--- config.mk ---
export PLATFORM = sky130hd
export DESIGN_NAME = fpq_ctrl
export DESIGN_NICKNAME = d
export VERILOG_FILES = /design/src/logic/fpq_cyc.v /design/src/logic/fpq_apb.v /design/src/logic/fpq_ctrl.v
export VERILOG_INCLUDE_DIRS = /design/src /design/src/common
export SDC_FILE = /design/constraint.sdc
export NUM_CORES = 1
export LEC_CHECK = 0
export ABC_AREA = 1
export BUFFER_PORTS_ARGS = -buffer_cell sky130_fd_sc_hd__buf_2
export CORE_MARGIN = 8
export CORE_UTILIZATION = 25
export CTS_CLUSTER_SIZE = 12
export DETAILED_ROUTE_END_ITERATION = 10
export PLACE_DENSITY = 0.43
export REMOVE_ABC_BUFFERS = 1
export SLEW_MARGIN = 20
export SYNTH_ARGS = -nofsm -noshare
export SYNTH_HDL_FRONTEND = slang
export SYNTH_HIERARCHICAL = 1
export SYNTH_SLANG_ARGS = --single-unit
export TNS_END_PERCENT = 30
--- constraint.sdc ---
create_clock -name I_MCLK -period 4.8 [get_ports I_MCLK]
set_clock_uncertainty 0.15 [all_clocks]
set_input_delay 0.48 -clock I_MCLK [delete_from_list [all_inputs] [get_ports I_MCLK]]
set_output_delay 0.48 -clock I_MCLK [all_outputs]
set_load 0.005 [all_outputs]
--- src/common/fpq_regs.vh ---
// constants for the flash protection and query host controller
`ifndef FPQ_REGS_VH
`define FPQ_REGS_VH

// ----------------------------------------------------------------
// timing
// ----------------------------------------------------------------
`define FPQ_CLK_NS 10
`define FPQ_T_SETUP_NS 10
`define FPQ_T_WP_NS 35
`define FPQ_T_ACC_NS 90
`define FPQ_T_ELEV_NS 4000
`define FPQ_WP_CYC ((`FPQ_T_WP_NS + `FPQ_CLK_NS - 1) / `FPQ_CLK_NS)
`define FPQ_ACC_CYC ((`FPQ_T_ACC_NS + `FPQ_CLK_NS - 1) / `FPQ_CLK_NS)
`define FPQ_ELEV_CYC ((`FPQ_T_ELEV_NS + `FPQ_CLK_NS - 1) / `FPQ_CLK_NS)
`define FPQ_CNT_W 9

// ----------------------------------------------------------------
// register map (byte offsets)
// ----------------------------------------------------------------
`define FPQ_OFF_CTRL 8'h00
`define FPQ_OFF_ADDR 8'h04
`define FPQ_OFF_WDATA 8'h08
`define FPQ_OFF_RDATA 8'h0C
`define FPQ_OFF_STATUS 8'h10
`define FPQ_OFF_PROT0 8'h14
`define FPQ_OFF_PROT1 8'h18
`define FPQ_IDX_NONE 3'h7

// ctrl fields
`define FPQ_CTRL_OP_HI 2
`define FPQ_CTRL_OP_LO 0
`define FPQ_CTRL_DIE 4
`define FPQ_CTRL_TEMP 8
// status fields
`define FPQ_ST_BUSY 0
`define FPQ_ST_REFUSED 1
`define FPQ_ST_QUERY 2
`define FPQ_ST_SUPPLY_LOW 3
`define FPQ_ST_ELEV 4

// ----------------------------------------------------------------
// operations
// ----------------------------------------------------------------
`define FPQ_OP_NONE 3'h0
`define FPQ_OP_WRITE 3'h1
`define FPQ_OP_READ 3'h2
`define FPQ_OP_QUERY 3'h3
`define FPQ_OP_RESET 3'h4
`define FPQ_OP_PSTAT 3'h5
`define FPQ_OP_PROT 3'h6
`define FPQ_OP_UNPROT 3'h7

// ----------------------------------------------------------------
// flash commands and addresses
// ----------------------------------------------------------------
`define FPQ_CMD_QUERY 16'h0098
`define FPQ_CMD_RESET 16'h00F0
`define FPQ_CMD_UNLOCK1 16'h00AA
`define FPQ_CMD_UNLOCK2 16'h0055
`define FPQ_CMD_IDENT 16'h0090
`define FPQ_CMD_PROTECT 16'h0060
`define FPQ_ADR_QUERY 23'h000055
`define FPQ_ADR_UNLOCK1 23'h000555
`define FPQ_ADR_UNLOCK2 23'h0002AA
`define FPQ_LOW_PSTAT 18'h00002
`define FPQ_LOW_PROT 18'h00000
`define FPQ_LOW_UNPROT 18'h00040
`define FPQ_LOW_ZERO 18'h00000
`define FPQ_GRP_HI 22
`define FPQ_GRP_LO 18
`define FPQ_PROT_YES 8'h01
`define FPQ_ALL_PROT 32'hFFFFFFFF
`define FPQ_NONE_PROT 32'h00000000

`endif

--- src/logic/fpq_cyc.v ---
// single asynchronous flash bus cycle generator (write or read)
`timescale 1ns/1ps
`default_nettype none
`include "fpq_regs.vh"

module fpq_cyc (
	input wire i_clk,
	input wire i_rst,
	input wire i_start,
	input wire i_write,
	input wire [22:0] i_addr,
	input wire [15:0] i_wdata,
	input wire i_die,
	input wire [15:0] i_dq,
	output reg [22:0] o_addr,
	output reg [15:0] o_dq,
	output reg o_dq_oe,
	output reg o_die0_n,
	output reg o_die1_n,
	output reg o_we_n,
	output reg o_oe_n,
	output reg o_done,
	output reg [15:0] o_rdata
);
	localparam ST_IDLE = 4'b0001;
	localparam ST_SETUP = 4'b0010;
	localparam ST_PULSE = 4'b0100;
	localparam ST_HOLD = 4'b1000;
	localparam [31:0] WP_LOAD = `FPQ_WP_CYC - 1;
	localparam [31:0] ACC_LOAD = `FPQ_ACC_CYC - 1;

	reg [3:0] st_q;
	reg wr_q;
	reg [3:0] cnt_q;

	// ----------------------------------------------------------------
	// cycle sequence
	// ----------------------------------------------------------------
	always @(posedge i_clk or posedge i_rst) begin
		if (i_rst) begin
			st_q <= ST_IDLE;
			wr_q <= 1'b0;
			cnt_q <= 4'h0;
			o_addr <= 23'h000000;
			o_dq <= 16'h0000;
			o_dq_oe <= 1'b0;
			o_die0_n <= 1'b1;
			o_die1_n <= 1'b1;
			o_we_n <= 1'b1;
			o_oe_n <= 1'b1;
			o_done <= 1'b0;
			o_rdata <= 16'h0000;
		end else begin
			o_done <= 1'b0;
			case (st_q)
			ST_IDLE: begin
				if (i_start) begin
					// address and select settle before any strobe falls
					wr_q <= i_write;
					o_addr <= i_addr;
					o_dq <= i_wdata;
					o_dq_oe <= i_write;
					o_die0_n <= i_die;
					o_die1_n <= ~i_die;
					st_q <= ST_SETUP;
				end
			end
			ST_SETUP: begin
				if (wr_q) begin
					o_we_n <= 1'b0;
					cnt_q <= WP_LOAD[3:0];
				end else begin
					o_oe_n <= 1'b0;
					cnt_q <= ACC_LOAD[3:0];
				end
				st_q <= ST_PULSE;
			end
			ST_PULSE: begin
				if (cnt_q == 4'h0) begin
					// we rises first so data is taken while still driven
					o_we_n <= 1'b1;
					o_oe_n <= 1'b1;
					if (!wr_q)
						o_rdata <= i_dq;
					st_q <= ST_HOLD;
				end else begin
					cnt_q <= cnt_q - 4'h1;
				end
			end
			ST_HOLD: begin
				o_die0_n <= 1'b1;
				o_die1_n <= 1'b1;
				o_dq_oe <= 1'b0;
				o_done <= 1'b1;
				st_q <= ST_IDLE;
			end
			default: st_q <= ST_IDLE;
			endcase
		end
	end
endmodule // fpq_cyc
`default_nettype wire

--- src/logic/fpq_apb.v ---
// apb slave front end for the controller's own registers
`timescale 1ns/1ps
`default_nettype none
`include "fpq_regs.vh"

module fpq_apb (
	input wire i_clk,
	input wire i_rst,
	input wire i_psel,
	input wire i_penable,
	input wire i_pwrite,
	input wire [7:0] i_paddr,
	input wire [31:0] i_ctrl,
	input wire [31:0] i_addr,
	input wire [31:0] i_wdata,
	input wire [31:0] i_rdata,
	input wire [31:0] i_status,
	input wire [31:0] i_prot0,
	input wire [31:0] i_prot1,
	output reg [31:0] o_prdata,
	output wire o_pready,
	output wire o_pslverr,
	output wire o_wr_en,
	output wire [2:0] o_idx
);
	function [2:0] fpq_decode;
		input [7:0] a;
		begin
			case (a)
			`FPQ_OFF_CTRL: fpq_decode = 3'h0;
			`FPQ_OFF_ADDR: fpq_decode = 3'h1;
			`FPQ_OFF_WDATA: fpq_decode = 3'h2;
			`FPQ_OFF_RDATA: fpq_decode = 3'h3;
			`FPQ_OFF_STATUS: fpq_decode = 3'h4;
			`FPQ_OFF_PROT0: fpq_decode = 3'h5;
			`FPQ_OFF_PROT1: fpq_decode = 3'h6;
			default: fpq_decode = `FPQ_IDX_NONE;
			endcase
		end
	endfunction

	wire hit;

	assign o_idx = fpq_decode(i_paddr);
	assign hit = (o_idx != `FPQ_IDX_NONE);
	assign o_pready = 1'b1;
	assign o_pslverr = i_psel & i_penable & ~hit;
	assign o_wr_en = i_psel & i_penable & i_pwrite & hit;

	// read data captured in the setup cycle, valid for the access cycle
	always @(posedge i_clk or posedge i_rst) begin
		if (i_rst) begin
			o_prdata <= 32'h00000000;
		end else if (i_psel && !i_penable) begin
			case (o_idx)
			3'h0: o_prdata <= i_ctrl;
			3'h1: o_prdata <= i_addr;
			3'h2: o_prdata <= i_wdata;
			3'h3: o_prdata <= i_rdata;
			3'h4: o_prdata <= i_status;
			3'h5: o_prdata <= i_prot0;
			3'h6: o_prdata <= i_prot1;
			default: o_prdata <= 32'h00000000;
			endcase
		end
	end
endmodule // fpq_apb
`default_nettype wire

--- src/logic/fpq_ctrl.v ---
// host controller for sector group protection and query access of a dual-die flash
`timescale 1ns/1ps
`default_nettype none
`include "fpq_regs.vh"

module fpq_ctrl (
	input wire I_MCLK,
	input wire I_SYS_RST,
	input wire I_PSEL,
	input wire I_PENABLE,
	input wire I_PWRITE,
	input wire [7:0] I_PADDR,
	input wire [31:0] I_PWDATA,
	output wire [31:0] O_PRDATA,
	output wire O_PREADY,
	output wire O_PSLVERR,
	input wire I_SUPPLY_LOW,
	input wire [15:0] I_FLASH_DQ,
	output wire [15:0] O_FLASH_DQ,
	output wire O_FLASH_DQ_OE,
	output wire [22:0] O_FLASH_ADDR,
	output wire O_DIE0_SELECT_N,
	output wire O_DIE1_SELECT_N,
	output wire O_WRITE_N,
	output wire O_OUTPUT_EN_N,
	output wire O_ELEV_EN
);
	localparam S_IDLE = 5'b00001;
	localparam S_ELUP = 5'b00010;
	localparam S_CYC = 5'b00100;
	localparam S_WAIT = 5'b01000;
	localparam S_ELDN = 5'b10000;
	localparam [31:0] ELEV_LOAD = `FPQ_ELEV_CYC - 1;

	// ----------------------------------------------------------------
	// helpers
	// ----------------------------------------------------------------
	function [4:0] fpq_grp;
		input [22:0] a;
		begin
			fpq_grp = a[`FPQ_GRP_HI:`FPQ_GRP_LO];
		end
	endfunction

	// one flash cycle of an operation: {last, write, address, data}
	function [40:0] fpq_step;
		input [2:0] op;
		input [2:0] step;
		input [22:0] a;
		input [15:0] d;
		reg [4:0] g;
		begin
			g = fpq_grp(a);
			fpq_step = {1'b1, 1'b0, a, 16'h0000};
			case (op)
			`FPQ_OP_WRITE: fpq_step = {1'b1, 1'b1, a, d};
			`FPQ_OP_READ: fpq_step = {1'b1, 1'b0, a, 16'h0000};
			`FPQ_OP_QUERY: fpq_step = {1'b1, 1'b1, `FPQ_ADR_QUERY, `FPQ_CMD_QUERY};
			`FPQ_OP_RESET: fpq_step = {1'b1, 1'b1, a, `FPQ_CMD_RESET};
			`FPQ_OP_PSTAT: begin
				case (step)
				3'h0: fpq_step = {1'b0, 1'b1, `FPQ_ADR_UNLOCK1, `FPQ_CMD_UNLOCK1};
				3'h1: fpq_step = {1'b0, 1'b1, `FPQ_ADR_UNLOCK2, `FPQ_CMD_UNLOCK2};
				3'h2: fpq_step = {1'b0, 1'b1, `FPQ_ADR_UNLOCK1, `FPQ_CMD_IDENT};
				3'h3: fpq_step = {1'b0, 1'b0, g, `FPQ_LOW_PSTAT, 16'h0000};
				default: fpq_step = {1'b1, 1'b1, a, `FPQ_CMD_RESET};
				endcase
			end
			`FPQ_OP_PROT, `FPQ_OP_UNPROT: begin
				case (step)
				3'h0, 3'h1: begin
					if (op == `FPQ_OP_PROT)
						fpq_step = {1'b0, 1'b1, g, `FPQ_LOW_PROT, `FPQ_CMD_PROTECT};
					else
						fpq_step = {1'b0, 1'b1, g, `FPQ_LOW_UNPROT, `FPQ_CMD_PROTECT};
				end
				default: fpq_step = {1'b1, 1'b0, g, `FPQ_LOW_PSTAT, 16'h0000};
				endcase
			end
			default: fpq_step = {1'b1, 1'b0, a, 16'h0000};
			endcase
		end
	endfunction

	// ----------------------------------------------------------------
	// state
	// ----------------------------------------------------------------
	reg [4:0] st_q;
	reg [2:0] op_q;
	reg [2:0] step_q;
	reg die_q;
	reg temp_q;
	reg seq_elev_q;
	reg [22:0] addr_q;
	reg [15:0] wdata_q;
	reg [15:0] rdata_q;
	reg refused_q;
	reg [1:0] query_q;
	reg [`FPQ_CNT_W-1:0] cnt_q;
	reg cyc_start_q;
	reg [31:0] shadow_q [0:1];

	wire apb_wr;
	wire [2:0] apb_idx;
	wire cyc_done;
	wire [15:0] cyc_rdata;
	wire [40:0] cur;
	wire start_req;
	wire [2:0] req_op;
	wire req_die;
	wire req_prot_tgt;
	wire refuse;
	wire busy;
	wire [31:0] ctrl_word;
	wire [31:0] status_word;

	assign cur = fpq_step(op_q, step_q, addr_q, wdata_q);
	assign busy = (st_q != S_IDLE);
	assign req_op = I_PWDATA[`FPQ_CTRL_OP_HI:`FPQ_CTRL_OP_LO];
	assign req_die = I_PWDATA[`FPQ_CTRL_DIE];
	assign start_req = apb_wr && (apb_idx == 3'h0) && (req_op != `FPQ_OP_NONE);
	assign req_prot_tgt = shadow_q[req_die][fpq_grp(addr_q)];

	// refusals: low supply, unprotect before full protect, protected target,
	// autoselect entry from query mode, anything while busy
	assign refuse = busy
		|| I_SUPPLY_LOW
		|| ((req_op == `FPQ_OP_UNPROT) && (shadow_q[req_die] != `FPQ_ALL_PROT))
		|| ((req_op == `FPQ_OP_WRITE) && req_prot_tgt && !temp_q)
		|| ((req_op == `FPQ_OP_PSTAT) && (query_q[req_die] == 1'b1));

	assign ctrl_word = {23'h000000, temp_q, 3'h0, die_q, 1'b0, op_q};
	assign status_word = {27'h0000000, O_ELEV_EN, I_SUPPLY_LOW, query_q[die_q], refused_q, busy};
	// elevated level: software temporary unprotect or sequencer protect window
	assign O_ELEV_EN = temp_q | seq_elev_q;

	// ----------------------------------------------------------------
	// register bus
	// ----------------------------------------------------------------
	fpq_apb u_apb (
		.i_clk(I_MCLK),
		.i_rst(I_SYS_RST),
		.i_psel(I_PSEL),
		.i_penable(I_PENABLE),
		.i_pwrite(I_PWRITE),
		.i_paddr(I_PADDR),
		.i_ctrl(ctrl_word),
		.i_addr({9'h000, addr_q}),
		.i_wdata({16'h0000, wdata_q}),
		.i_rdata({16'h0000, rdata_q}),
		.i_status(status_word),
		.i_prot0(shadow_q[0]),
		.i_prot1(shadow_q[1]),
		.o_prdata(O_PRDATA),
		.o_pready(O_PREADY),
		.o_pslverr(O_PSLVERR),
		.o_wr_en(apb_wr),
		.o_idx(apb_idx)
	);

	// ----------------------------------------------------------------
	// flash cycle engine; strobes idle high from reset onward
	// ----------------------------------------------------------------
	fpq_cyc u_cyc (
		.i_clk(I_MCLK),
		.i_rst(I_SYS_RST),
		.i_start(cyc_start_q),
		.i_write(cur[39]),
		.i_addr(cur[38:16]),
		.i_wdata(cur[15:0]),
		.i_die(die_q),
		.i_dq(I_FLASH_DQ),
		.o_addr(O_FLASH_ADDR),
		.o_dq(O_FLASH_DQ),
		.o_dq_oe(O_FLASH_DQ_OE),
		.o_die0_n(O_DIE0_SELECT_N),
		.o_die1_n(O_DIE1_SELECT_N),
		.o_we_n(O_WRITE_N),
		.o_oe_n(O_OUTPUT_EN_N),
		.o_done(cyc_done),
		.o_rdata(cyc_rdata)
	);

	// ----------------------------------------------------------------
	// operation sequencer
	// ----------------------------------------------------------------
	always @(posedge I_MCLK or posedge I_SYS_RST) begin
		if (I_SYS_RST) begin
			st_q <= S_IDLE;
			op_q <= `FPQ_OP_NONE;
			step_q <= 3'h0;
			die_q <= 1'b0;
			temp_q <= 1'b0;
			seq_elev_q <= 1'b0;
			addr_q <= 23'h000000;
			wdata_q <= 16'h0000;
			rdata_q <= 16'h0000;
			refused_q <= 1'b0;
			query_q <= 2'b00;
			cnt_q <= {`FPQ_CNT_W{1'b0}};
			cyc_start_q <= 1'b0;
			shadow_q[0] <= `FPQ_NONE_PROT;
			shadow_q[1] <= `FPQ_NONE_PROT;
		end else begin
			cyc_start_q <= 1'b0;
			if (apb_wr && (apb_idx == 3'h1) && !busy)
				addr_q <= I_PWDATA[22:0];
			if (apb_wr && (apb_idx == 3'h2) && !busy)
				wdata_q <= I_PWDATA[15:0];
			if (apb_wr && (apb_idx == 3'h0))
				temp_q <= I_PWDATA[`FPQ_CTRL_TEMP];
			if (I_SUPPLY_LOW)
				query_q <= 2'b00;
			case (st_q)
			S_IDLE: begin
				if (start_req) begin
					refused_q <= refuse;
					if (!refuse) begin
						op_q <= req_op;
						die_q <= req_die;
						step_q <= 3'h0;
						if ((req_op == `FPQ_OP_PROT) || (req_op == `FPQ_OP_UNPROT)) begin
							seq_elev_q <= 1'b1;
							cnt_q <= ELEV_LOAD[`FPQ_CNT_W-1:0];
							st_q <= S_ELUP;
						end else begin
							st_q <= S_CYC;
						end
					end
				end
			end
			S_ELUP: begin
				if (cnt_q == {`FPQ_CNT_W{1'b0}})
					st_q <= S_CYC;
				else
					cnt_q <= cnt_q - 1'b1;
			end
			S_CYC: begin
				cyc_start_q <= 1'b1;
				st_q <= S_WAIT;
			end
			S_WAIT: begin
				if (cyc_done) begin
					if (!cur[39]) begin
						rdata_q <= cyc_rdata;
						if (op_q == `FPQ_OP_PSTAT || op_q == `FPQ_OP_PROT)
							shadow_q[die_q][fpq_grp(addr_q)] <=
								(cyc_rdata[7:0] == `FPQ_PROT_YES);
						if (op_q == `FPQ_OP_UNPROT && cyc_rdata[7:0] != `FPQ_PROT_YES)
							shadow_q[die_q] <= `FPQ_NONE_PROT;
					end
					if (op_q == `FPQ_OP_QUERY)
						query_q[die_q] <= 1'b1;
					if (op_q == `FPQ_OP_RESET)
						query_q[die_q] <= 1'b0;
					if (cur[40]) begin
						if (seq_elev_q) begin
							cnt_q <= ELEV_LOAD[`FPQ_CNT_W-1:0];
							st_q <= S_ELDN;
						end else begin
							st_q <= S_IDLE;
						end
					end else begin
						step_q <= step_q + 3'h1;
						st_q <= S_CYC;
					end
				end
			end
			S_ELDN: begin
				seq_elev_q <= 1'b0;
				if (cnt_q == {`FPQ_CNT_W{1'b0}})
					st_q <= S_IDLE;
				else
					cnt_q <= cnt_q - 1'b1;
			end
			default: st_q <= S_IDLE;
			endcase
		end
	end
endmodule // fpq_ctrl
`default_nettype wire

==> impl_metrics.toml, run 1 <==
[outcome]
status = "completed"

[global_routing]
grt_pass1_vias = 14999
grt.total_usage_pct = 15.8
grt_antenna_before_repair = 2
grt_pass1_wl_mm = 87.2
grt_max_degree = 80
grt_overflow = 0

[hold_path]
hold_start = "I_FLASH_DQ[6]"
min_path_type = "in -> reg"

[worst_setup_path]
r2r_start = "step_q[0]"
worstPathRequired_ns = 5.03
cp-end-kind = "flop"
cp-startpoint = "step_q[0]"
critPathLaunchType = "flop"
worstPathMaxFanout = 35
cp_data_arrival_time_ns = 3.61
critical_path_class = "reg -> reg"

[sta]
fin_crit_sh_pct = 70.3
fin_tns_setup_ns = 0
drv_slew = 0
relSlewSlack_pct = 26.9
tightest_slew_ns = 1.10
timing.final.hold_violations = 0
period_minus_slack_ns = 3.38
fmaxAchievable_ghz = 0.296
timing.hold.ws_ns = 0.0390
setup-violations-final = 0
grt_setup_unrepaired = "false"

[placement]
dp_hpwl_mm = 38.4
dp_cells = 3130
gp_congestion = 0.844
io_buffers = 130
placed_area_um2 = 16900

[pwr]
leakage_nw = 8.83
powerDensity_nw_per_um2 = 283
power_mw = 5.09
irDropWorstVdd_uv = 343

[floorplan]
fp.dieH_um = 263
die_x_um = 263
ios = 141
rows = 90
start_util_pct = 25.3
die_area_um2 = 69400
fp.coreArea_um2 = 60500

[route]
drc = 0
postRouteAntennaNets = 0
drtIter0Drc = 936
dr.pass1.iters = 5
viasPerCell = 4.66
wl_per_cell_um = 17.5
wl_mm = 55.8
num_vias = 14851

[cts]
h-tree-depth = 2
cts.path.max_buffers = 3
tritoncts = "built"
path_clk_slew_ns = 0.06
hold_buffers = 1
clkLatencyLatePin_ns = 0.54
post_cts_resized = 0
cts.sinks = 248
clock-root-buffer = "clkbuf_16"
cts_made_buffers = 34
postCtsSetupRepairBufs = 0

[logic_synthesis]
netlist_area_um2 = 15300
synthArstFlopShare_pct = 100
ys_ff_latch = 248
yosys.cell_types.count = 54
synth-seq-area-share_pct = 40.6
synth_area_per_cell_um2 = 6.93
yosysTopAreaCell = "dfrtp_1"
synth_edf_count = 0
synthCells = 2209
synth_area_leaders = "dfrtp_1 (40%), nand2_1 (18%), inv_1 (6.7%), nor2_1 (6.0%), nand3_1 (4.6%)"
yosysTopAreaCellShare_pct = 39.6
yosysWarnings = 6
synth_top_flop_cell = "dfrtp_1"

[run]
drv_cap = 0

[cells_and_area]
layout_commonest_cell = "nand2_1"
layout-drive-gt1-share_pct = 12.6
mostFrequentLayoutCells = "nand2_1 (729), inv_1 (269), dfrtp_1 (242)"
instances_no_fill = 3190
antenna_cells = 0
layout.nets = 2454
areaGrowthSynthToFinish_pct = 17.6
finalInstanceArea_um2 = 18000
[synth_stat cells, types with 5 or more instances]
cell,instances
o21ai_0,115
dfstp_2,6
o21ai_1,37
ha_1,7
nand2_2,9
nand3_1,140
inv_1,274
buf_4,10
nand2_1,729
buf_2,25
nor3_1,34
nor2_4,6
o21ai_2,11
o31ai_1,17
a31oi_1,5
nor2_2,18
a21oi_1,36
buf_1,6
a221oi_1,19
or2_2,7
nor2_1,243
inv_2,10
nand4_1,28
o211ai_1,32
clkbuf_1,51
o32ai_1,10
a32oi_1,29
buf_6,9
dfrtp_1,242
[path summary, 6_finish.rpt]
kind | slack, ns | to | cells past startpoint
hold / removal | 0.04 | u_cyc/o_rdata[6] | 3
max in group asynchronous | 3.05 | asynchronous set/reset pin | 4
setup / recovery | 1.42 | flop | 11
hold reg to reg | 0.31 | u_cyc/o_oe_n | 2
min in group asynchronous | 0.39 | u_cyc/o_addr[19] | 3
setup reg to reg | 1.42 | flop | 11
[area by class of cell]
| type | instances | area [µm²] |
|---|---|---|
| Clock buffer | 52 | 1060 |
| Clock inverter | 7 | 41.3 |
| Fill cell | 6684 | 42500 |
| Inverter | 287 | 1090 |
| Multi-Input combinational cell | 1661 | 7780 |
| Sequential cell | 248 | 6210 |
| Tap cell | 782 | 978 |
| Timing Repair Buffer | 153 | 838 |
[metrics by stage]
step | worst slack (ns) | utilization, %
4_1_cts | 1.40 | 29.8
2_1_floorplan | 0.249 | -
3_3_place_gp | 1.52 | 27.9
3_5_place_dp | 1.43 | 27.9
5_1_grt | 1.12 | 29.8
6_report | 1.42 | 29.8
[power breakdown]
group          total (mW)  internal, mW  switching, mW
logic               0.435         0.142          0.292
registers            2.14          2.12         0.0232
clock network        2.52          1.52          0.996
total                5.09          3.78           1.31
[cell families after synthesis]
family	count (synthesis)	synth area share [%]
AOI/OAI and AO/OA	317	13.0
xor gates and xnor gates	4	0.229
adders and majority gates	7	0.572
buffers and inverters	394	11.1
DFF	248	40.6
muxes	1	0.0654
other	2	0.0491
and+or+nand+nor	1236	34.4
[routing by layer]
layer / track usage [%] / vias to the layer above / part of all wire [%]
met3: 2.40 / 77 / 4.5
met5: 0 / - / 0.032
met2: 26.9 / 350 / 48
met4: 5.53 / 4 / 3.0
met1: 20.3 / 7063 / 44
li1: - / 7357 / -
[worst max-delay path, stage by stage (launching register included)]
cell and delay [ns]:
dfrtp_1 0.40, inv_1 0.13, ha_1 0.25, o21ai_2 0.20, nand2_1 0.12, o21ai_0 0.15, nand3_1 0.23, nor2_4 0.54
buf_4 0.53, nand3_1 0.17, o21ai_0 0.20, o31ai_1 0.11
(Power assumes the default switching activity.)
==> run 2: changes to the inputs <==
- clock period: 4.8 -> 2.8 ns (I/O delays scaled with it)
==> run 2 against run 1 <==
  * Non-clock buffer count increased by 83
  * Via count increased by 1.1%
  * Total power increased by 76%
  * Global-route usage increased by 0.12 points
  * Flip-flop and latch count unchanged
  * Sequential share of layout area decreased by 1.7 points
  * Die area unchanged
  * Cell area increased by 5.2%
  * Routed wire length increased by 1.1%
  * Fmax increased by 32%
==> impl_metrics.toml, run 2 (synthesis results as in run 1) <==
[sta]
timing.hold.ws_ns = 0.0571
fin_crit_sh_pct = 91.7
fmaxAchievable_ghz = 0.390
worst_slack_ns = 0.234
fin_tns_setup_ns = 0
relSlewSlack_pct = 45.9
tightest_slew_ns = 0.807
drv_slew = 0
grt_setup_unrepaired = "false"
setup-violations-final = 0
period_minus_slack_ns = 2.57
timing.final.hold_violations = 0

[global_routing]
grt.total_usage_pct = 15.9
grt_max_degree = 74
grt_pass1_vias = 15121
grt_pass1_wl_mm = 88.2
grt_antenna_before_repair = 1
grt_overflow = 0

[cells_and_area]
fillCellCount = 6543
final_util_pct = 31.3
antenna_cells = 0
areaGrowthSynthToFinish_pct = 23.7
finalInstanceArea_um2 = 18900
layout-drive-gt1-share_pct = 14.0
mostFrequentLayoutCells = "nand2_1 (728), inv_1 (269), dfrtp_1 (242)"
layout_commonest_cell = "nand2_1"
layout.nets = 2538

[route]
viasPerCell = 4.58
drtIter0Drc = 996
drc = 0
wl_mm = 56.4
wl_per_cell_um = 17.2
dr.pass1.iters = 5
num_vias = 15018
postRouteAntennaNets = 0

[placement]
gp_congestion = 0.819
io_buffers = 130
placed_area_um2 = 17300
dp_slack_ns = 0.0854
dp_hpwl_mm = 39.9

[cts]
cts_made_buffers = 35
path_clk_slew_ns = 0.06
tritoncts = "built"
clkLatencyLatePin_ns = 0.55
cts.path.max_buffers = 3
cts.sinks = 248
h-tree-depth = 2
clock-root-buffer = "clkbuf_16"

[worst_setup_path]
cp-end-kind = "flop"
rrSetupSlack_ns = 0.23
cp_top_family = "simple AND/OR/NAND/NOR gates"
cp_data_arrival_time_ns = 2.79
critical_path_class = "reg -> reg"
worstPathMaxFanout = 20
crit_path_top_delay_cell = "dfrtp_1"
crit_buf_inv = 3
cp_slowest_stage_delay_ns = 0.40
worstPathRequired_ns = 3.03
critPathLaunchType = "flop"
crit_chain = "buf_4 > ha_1 > o21ai_2 > nand2_1 > o21ai_1 > nand3_1 > nor2_4 > buf_12 > buf_12 > nand3_1 > o21ai_0 > o31ai_1"

[pwr]
irDropWorstVdd_uv = 391
p_clk_share_pct = 50.0
p_comb_share_pct = 9.0
leakage_nw = 9.29
p_sw_share_pct = 25.8
p_seq_share_pct = 41.0
powerDensity_nw_per_um2 = 473
p_int_mw = 6.64
p_sw_mw = 2.31

[floorplan]
fp.coreArea_um2 = 60500
fp.dieH_um = 263
rows = 90
die_area_um2 = 69400
die_x_um = 263
ios = 141
start_util_pct = 25.3

[outcome]
status = "completed"

[run]
drv_cap = 0

[hold_path]
min_path_type = "in -> reg"
==> run 2: layout make-up <==
| class | instances | area, µm² | share of cell area, % |
|---|---|---|---|
| clock inverters | 16 | 179 | 0.945 |
| inverters | 287 | 1090 | 5.75 |
| multi-input cells | 1661 | 7770 | 41.0 |
| repair buffers | 236 | 1730 | 9.16 |
| flip-flops and latches | 248 | 6210 | 32.8 |
| well taps | 782 | 978 | 5.17 |
| clock buffers | 46 | 967 | 5.11 |
==> run 2: metrics by stage <==
stage          total power, mW  std cells
5_1_grt                   9.36       3276
4_1_cts                   9.14       3270
3_5_place_dp              4.51       3168
2_1_floorplan             4.24       2196
3_3_place_gp              4.50       3168
6_report                  8.95       3276
==> run 2: path summary, 6_finish.rpt <==
path | from | to | cells past startpoint
max reg2reg | step_q[0] | flop | 12
min reg2reg | rdata_q[12] | rdata_q[12] | 2
min | I_PWRITE | temp_q | 5
min in group asynchronous | I_SYS_RST | u_cyc/o_dq[14] | 3
max in group asynchronous | I_SYS_RST | st_q[0] | 4
max | step_q[0] | flop | 12
==> run 2: metal layers <==
| metal | vias to the layer above | GRT usage, % | routed length, µm |
|---|---|---|---|
| met1 | 7091 | 20.2 | 25000 |
| met3 | 84 | 2.68 | 2450 |
| met2 | 321 | 27.4 | 27200 |
| met5 | - | 0 | 10 |
| li1 | 7520 | - | - |
| met4 | 2 | 5.26 | 1660 |
==> run 2: power groups by stage <==
stage | Sequential (mW) | Clock (mW) | Combinational (mW)
detailed placement | 3.73 | 0 | 0.774
global placement | 3.73 | 0 | 0.765
finish | 3.67 | 4.48 | 0.803
CTS | 3.67 | 4.65 | 0.821
floorplan | 3.73 | 0 | 0.519
global route | 3.67 | 4.78 | 0.913
==> run 2: timing repair <==
action,in CTS,in global routing
resized for setup,0,5
hold endpoints to repair,157,0
setup endpoints to repair,0,49
hold buffers,40,0
setup buffers,0,5
==> run 2: worst register-to-register path: stages (launching register included) <==
cell and delay (ns):
dfrtp_1 0.40, buf_4 0.15, ha_1 0.21, o21ai_2 0.15, nand2_1 0.12, o21ai_1 0.14
nand3_1 0.16, nor2_4 0.19, buf_12 0.17, buf_12 0.18, nand3_1 0.11, o21ai_0 0.16
o31ai_1 0.10
==> run 3: changes to the inputs <==
- ABC_AREA: 1 -> 0
- CORE_MARGIN: 8 -> 3
==> run 3 against run 2 <==
  * The run now ends with setup timing left
  * Via count down 25%
  * Global-route usage up 0.45 points
  * Critical path type unchanged
  * Sequential power down 2%
  * Fmax down 10%
==> impl_metrics.toml, run 3 <==
[placement]
dp_hpwl_mm = 31.7
dp_cells = 2216
placed_area_um2 = 15800
gp_congestion = 0.791
io_buffers = 130

[pwr]
leakage_nw = 8.24
power_mw = 8.27
irDropWorstVdd_uv = 432
powerDensity_nw_per_um2 = 469

[route]
drc = 0
wl_per_cell_um = 20.2
highest_layer = "met5"
num_vias = 11304
dr.pass1.iters = 5
viasPerCell = 4.85
wl_met3_mm = 2.59
met2_length_mm = 22.2
drtIter0Drc = 739
wl_mm = 47.1
postRouteAntennaNets = 0
m1WireLength_mm = 21.4

[cts]
cts.path.max_buffers = 3
cts_made_buffers = 30
h-tree-depth = 1
tritoncts = "built"
path_clk_slew_ns = 0.06
clock-root-buffer = "clkbuf_16"
cts.sinks = 248
clkLatencyLatePin_ns = 0.58

[worst_setup_path]
r2r_start = "st_q[2]"
crit_top_cell = "or2_4"
cp-end-kind = "flop"
cp-startpoint = "st_q[2]"
crit_buf_inv = 0
cp_num_cells = 7
critical_path_class = "reg -> reg"
worstPathMaxFanout = 8
cp_top_family = "simple AND/OR/NAND/NOR gates"
critPathLaunchType = "flop"
crit_chain = "or3_4 > nor3b_4 > nand2_2 > or2_4 > or4_4 > or2_4 > o21ai_1"
cp_data_arrival_time_ns = 3.19
rrSetupSlack_ns = -0.05
worstPathRequired_ns = 3.14
reg2reg_depth = 7
cp_slowest_stage_delay_ns = 0.67
crit_path_top_delay_cell = "or4_4"

[cells_and_area]
layout-drive-gt1-share_pct = 33.2
areaGrowthSynthToFinish_pct = 31.5
layout.nets = 1685
finalInstanceArea_um2 = 17600
fillCellCount = 5401
final_util_pct = 33.4
instances_no_fill = 2329
layout_commonest_cell = "dfrtp_1"
mostFrequentLayoutCells = "dfrtp_1 (239), mux2_2 (150), buf_2 (129)"

[global_routing]
grt_pass1_wl_mm = 72.1
grt_antenna_before_repair = 2
grt_overflow = 0
grt_max_degree = 66
grt_pass1_vias = 11586
grt.total_usage_pct = 16.4

[logic_synthesis]
synth_area_leaders = "dfrtp_1 (45%), mux2_2 (13%), mux2i_1 (6.1%), o21ai_0 (4.0%), o21ai_1 (3.4%)"
synth-seq-area-share_pct = 46.3
yosys.cell_types.count = 80
synth.most_common_cell = "dfrtp_1"
synth_top_flop_cell = "dfrtp_1"
synthTopCellsByCount = "dfrtp_1 (242), mux2_2 (150), nand2_1 (107), o21ai_0 (107), o21ai_1 (91)"
yosysTopAreaCellShare_pct = 45.2
synth_area_per_cell_um2 = 10.4
yosysTopAreaCell = "dfrtp_1"
synth_edf_count = 0
yosysWarnings = 6
ys_ff_latch = 248
synthArstFlopShare_pct = 100
netlist_area_um2 = 13400
synthCells = 1287

[floorplan]
fp.dieH_um = 238
fp.coreArea_um2 = 52900
rows = 84
ios = 141
die_area_um2 = 56500
die_x_um = 238
start_util_pct = 25.4

[outcome]
violations = "setup timing"
status = "complete, but fails checks"

[sta]
timing.final.hold_violations = 0
fin_tns_setup_ns = -0.608
drv_slew = 0
fmaxAchievable_ghz = 0.351
worst_slack_ns = -0.0502
relSlewSlack_pct = 47.4
period_minus_slack_ns = 2.85
setup-violations-final = 24
tightest_slew_ns = 0.778
fin_crit_sh_pct = 102
grt_setup_unrepaired = "true"

[hold_path]
min_path_type = "in -> reg"
hold_start = "I_PWDATA[2]"

[run]
drv_cap = 0
==> run 3: changes by cell type after synthesis, moves of 16 or more <==
cell	previous run	this run
mux2i_1	1	82
nor2_2	18	0
nor3_1	34	10
nand3_1	140	23
nand2_1	729	107
o22ai_1	1	44
o211ai_1	32	2
inv_1	274	27
and2_1	0	16
o21ai_1	37	91
nand4_1	28	2
nor2_1	243	33
mux2_2	0	150
a32oi_1	29	0
==> run 3: area by class of cell <==
| class | instances | area (µm²) | share of cell area, % |
|---|---|---|---|
| multi-input cells | 1013 | 7190 | 40.8 |
| flip-flops and latches | 248 | 6220 | 35.2 |
| repair buffers | 295 | 2190 | 12.4 |
| clock buffers | 41 | 873 | 4.95 |
| well taps | 688 | 861 | 4.88 |
| clock inverters | 15 | 189 | 1.07 |
| inverters | 28 | 111 | 0.631 |
| diodes | 1 | 2.50 | 0.0142 |
==> run 3: repair_timing <==
action                     in CTS  in global routing
gates cloned                    8                  0
setup endpoints to repair      81                 76
resized for setup              46                 45
hold buffers                   39                  0
pin swaps                      16                 19
setup buffers                   4                  5
hold endpoints to repair      196                  0
==> run 3: how the worst min path moves through the flow <==
stage                                    to  slack, ns  cells past startpoint
after floorplan           u_apb/o_prdata[0]       0.25                      1
after global placement     u_cyc/o_addr[21]       0.12                      2
after detailed placement   u_cyc/o_addr[21]       0.12                      2
after CTS                         addr_q[2]      0.009                      3
after global routing                op_q[2]       0.03                      3
final                             addr_q[2]       0.05                      3
==> run 3: cells by family (layout without fill, tap and decap cells) <==
family | count (synthesis) | in the layout | share of synthesized area [%]
fa+ha+maj | 7 | 7 | 0.653
simple gates | 283 | 288 | 11.3
xor+xnor | 2 | 2 | 0.131
flops | 248 | 248 | 46.3
mux | 240 | 240 | 20.1
compound gates | 380 | 380 | 17.0
other cells | 2 | 97 | 0.0560
buf+inv | 125 | 379 | 4.43
==> run 3: tightest hold or removal path: cells and delay by family <==
family	cells	cell delay [ns]
buf+inv	2	0.29
mux	1	0.16
==> run 3: metal layers <==
| layer | track usage (%) | vias up |
|---|---|---|
| met5 | 0 | - |
| met4 | 3.15 | 2 |
| met3 | 3.06 | 57 |
| met2 | 27.4 | 288 |
| met1 | 22.4 | 5623 |
| li1 | - | 5334 |
==> run 3: stage by stage <==
| stage | hold WS [ns] | worst slack [ns] |
|---|---|---|
| global placement | 0.119 | -0.709 |
| global route | 0.0319 | -0.0925 |
| detailed placement | 0.121 | -0.822 |
| finish | 0.0455 | -0.0502 |
| CTS | 0.00940 | -0.00477 |
| floorplan | 0.246 | -1.55 |
==> run 3: power by group <==
part,internal [mW],switching (mW)
combinational,0.197,0.287
sequential,3.59,0.00194
clock,2.55,1.65
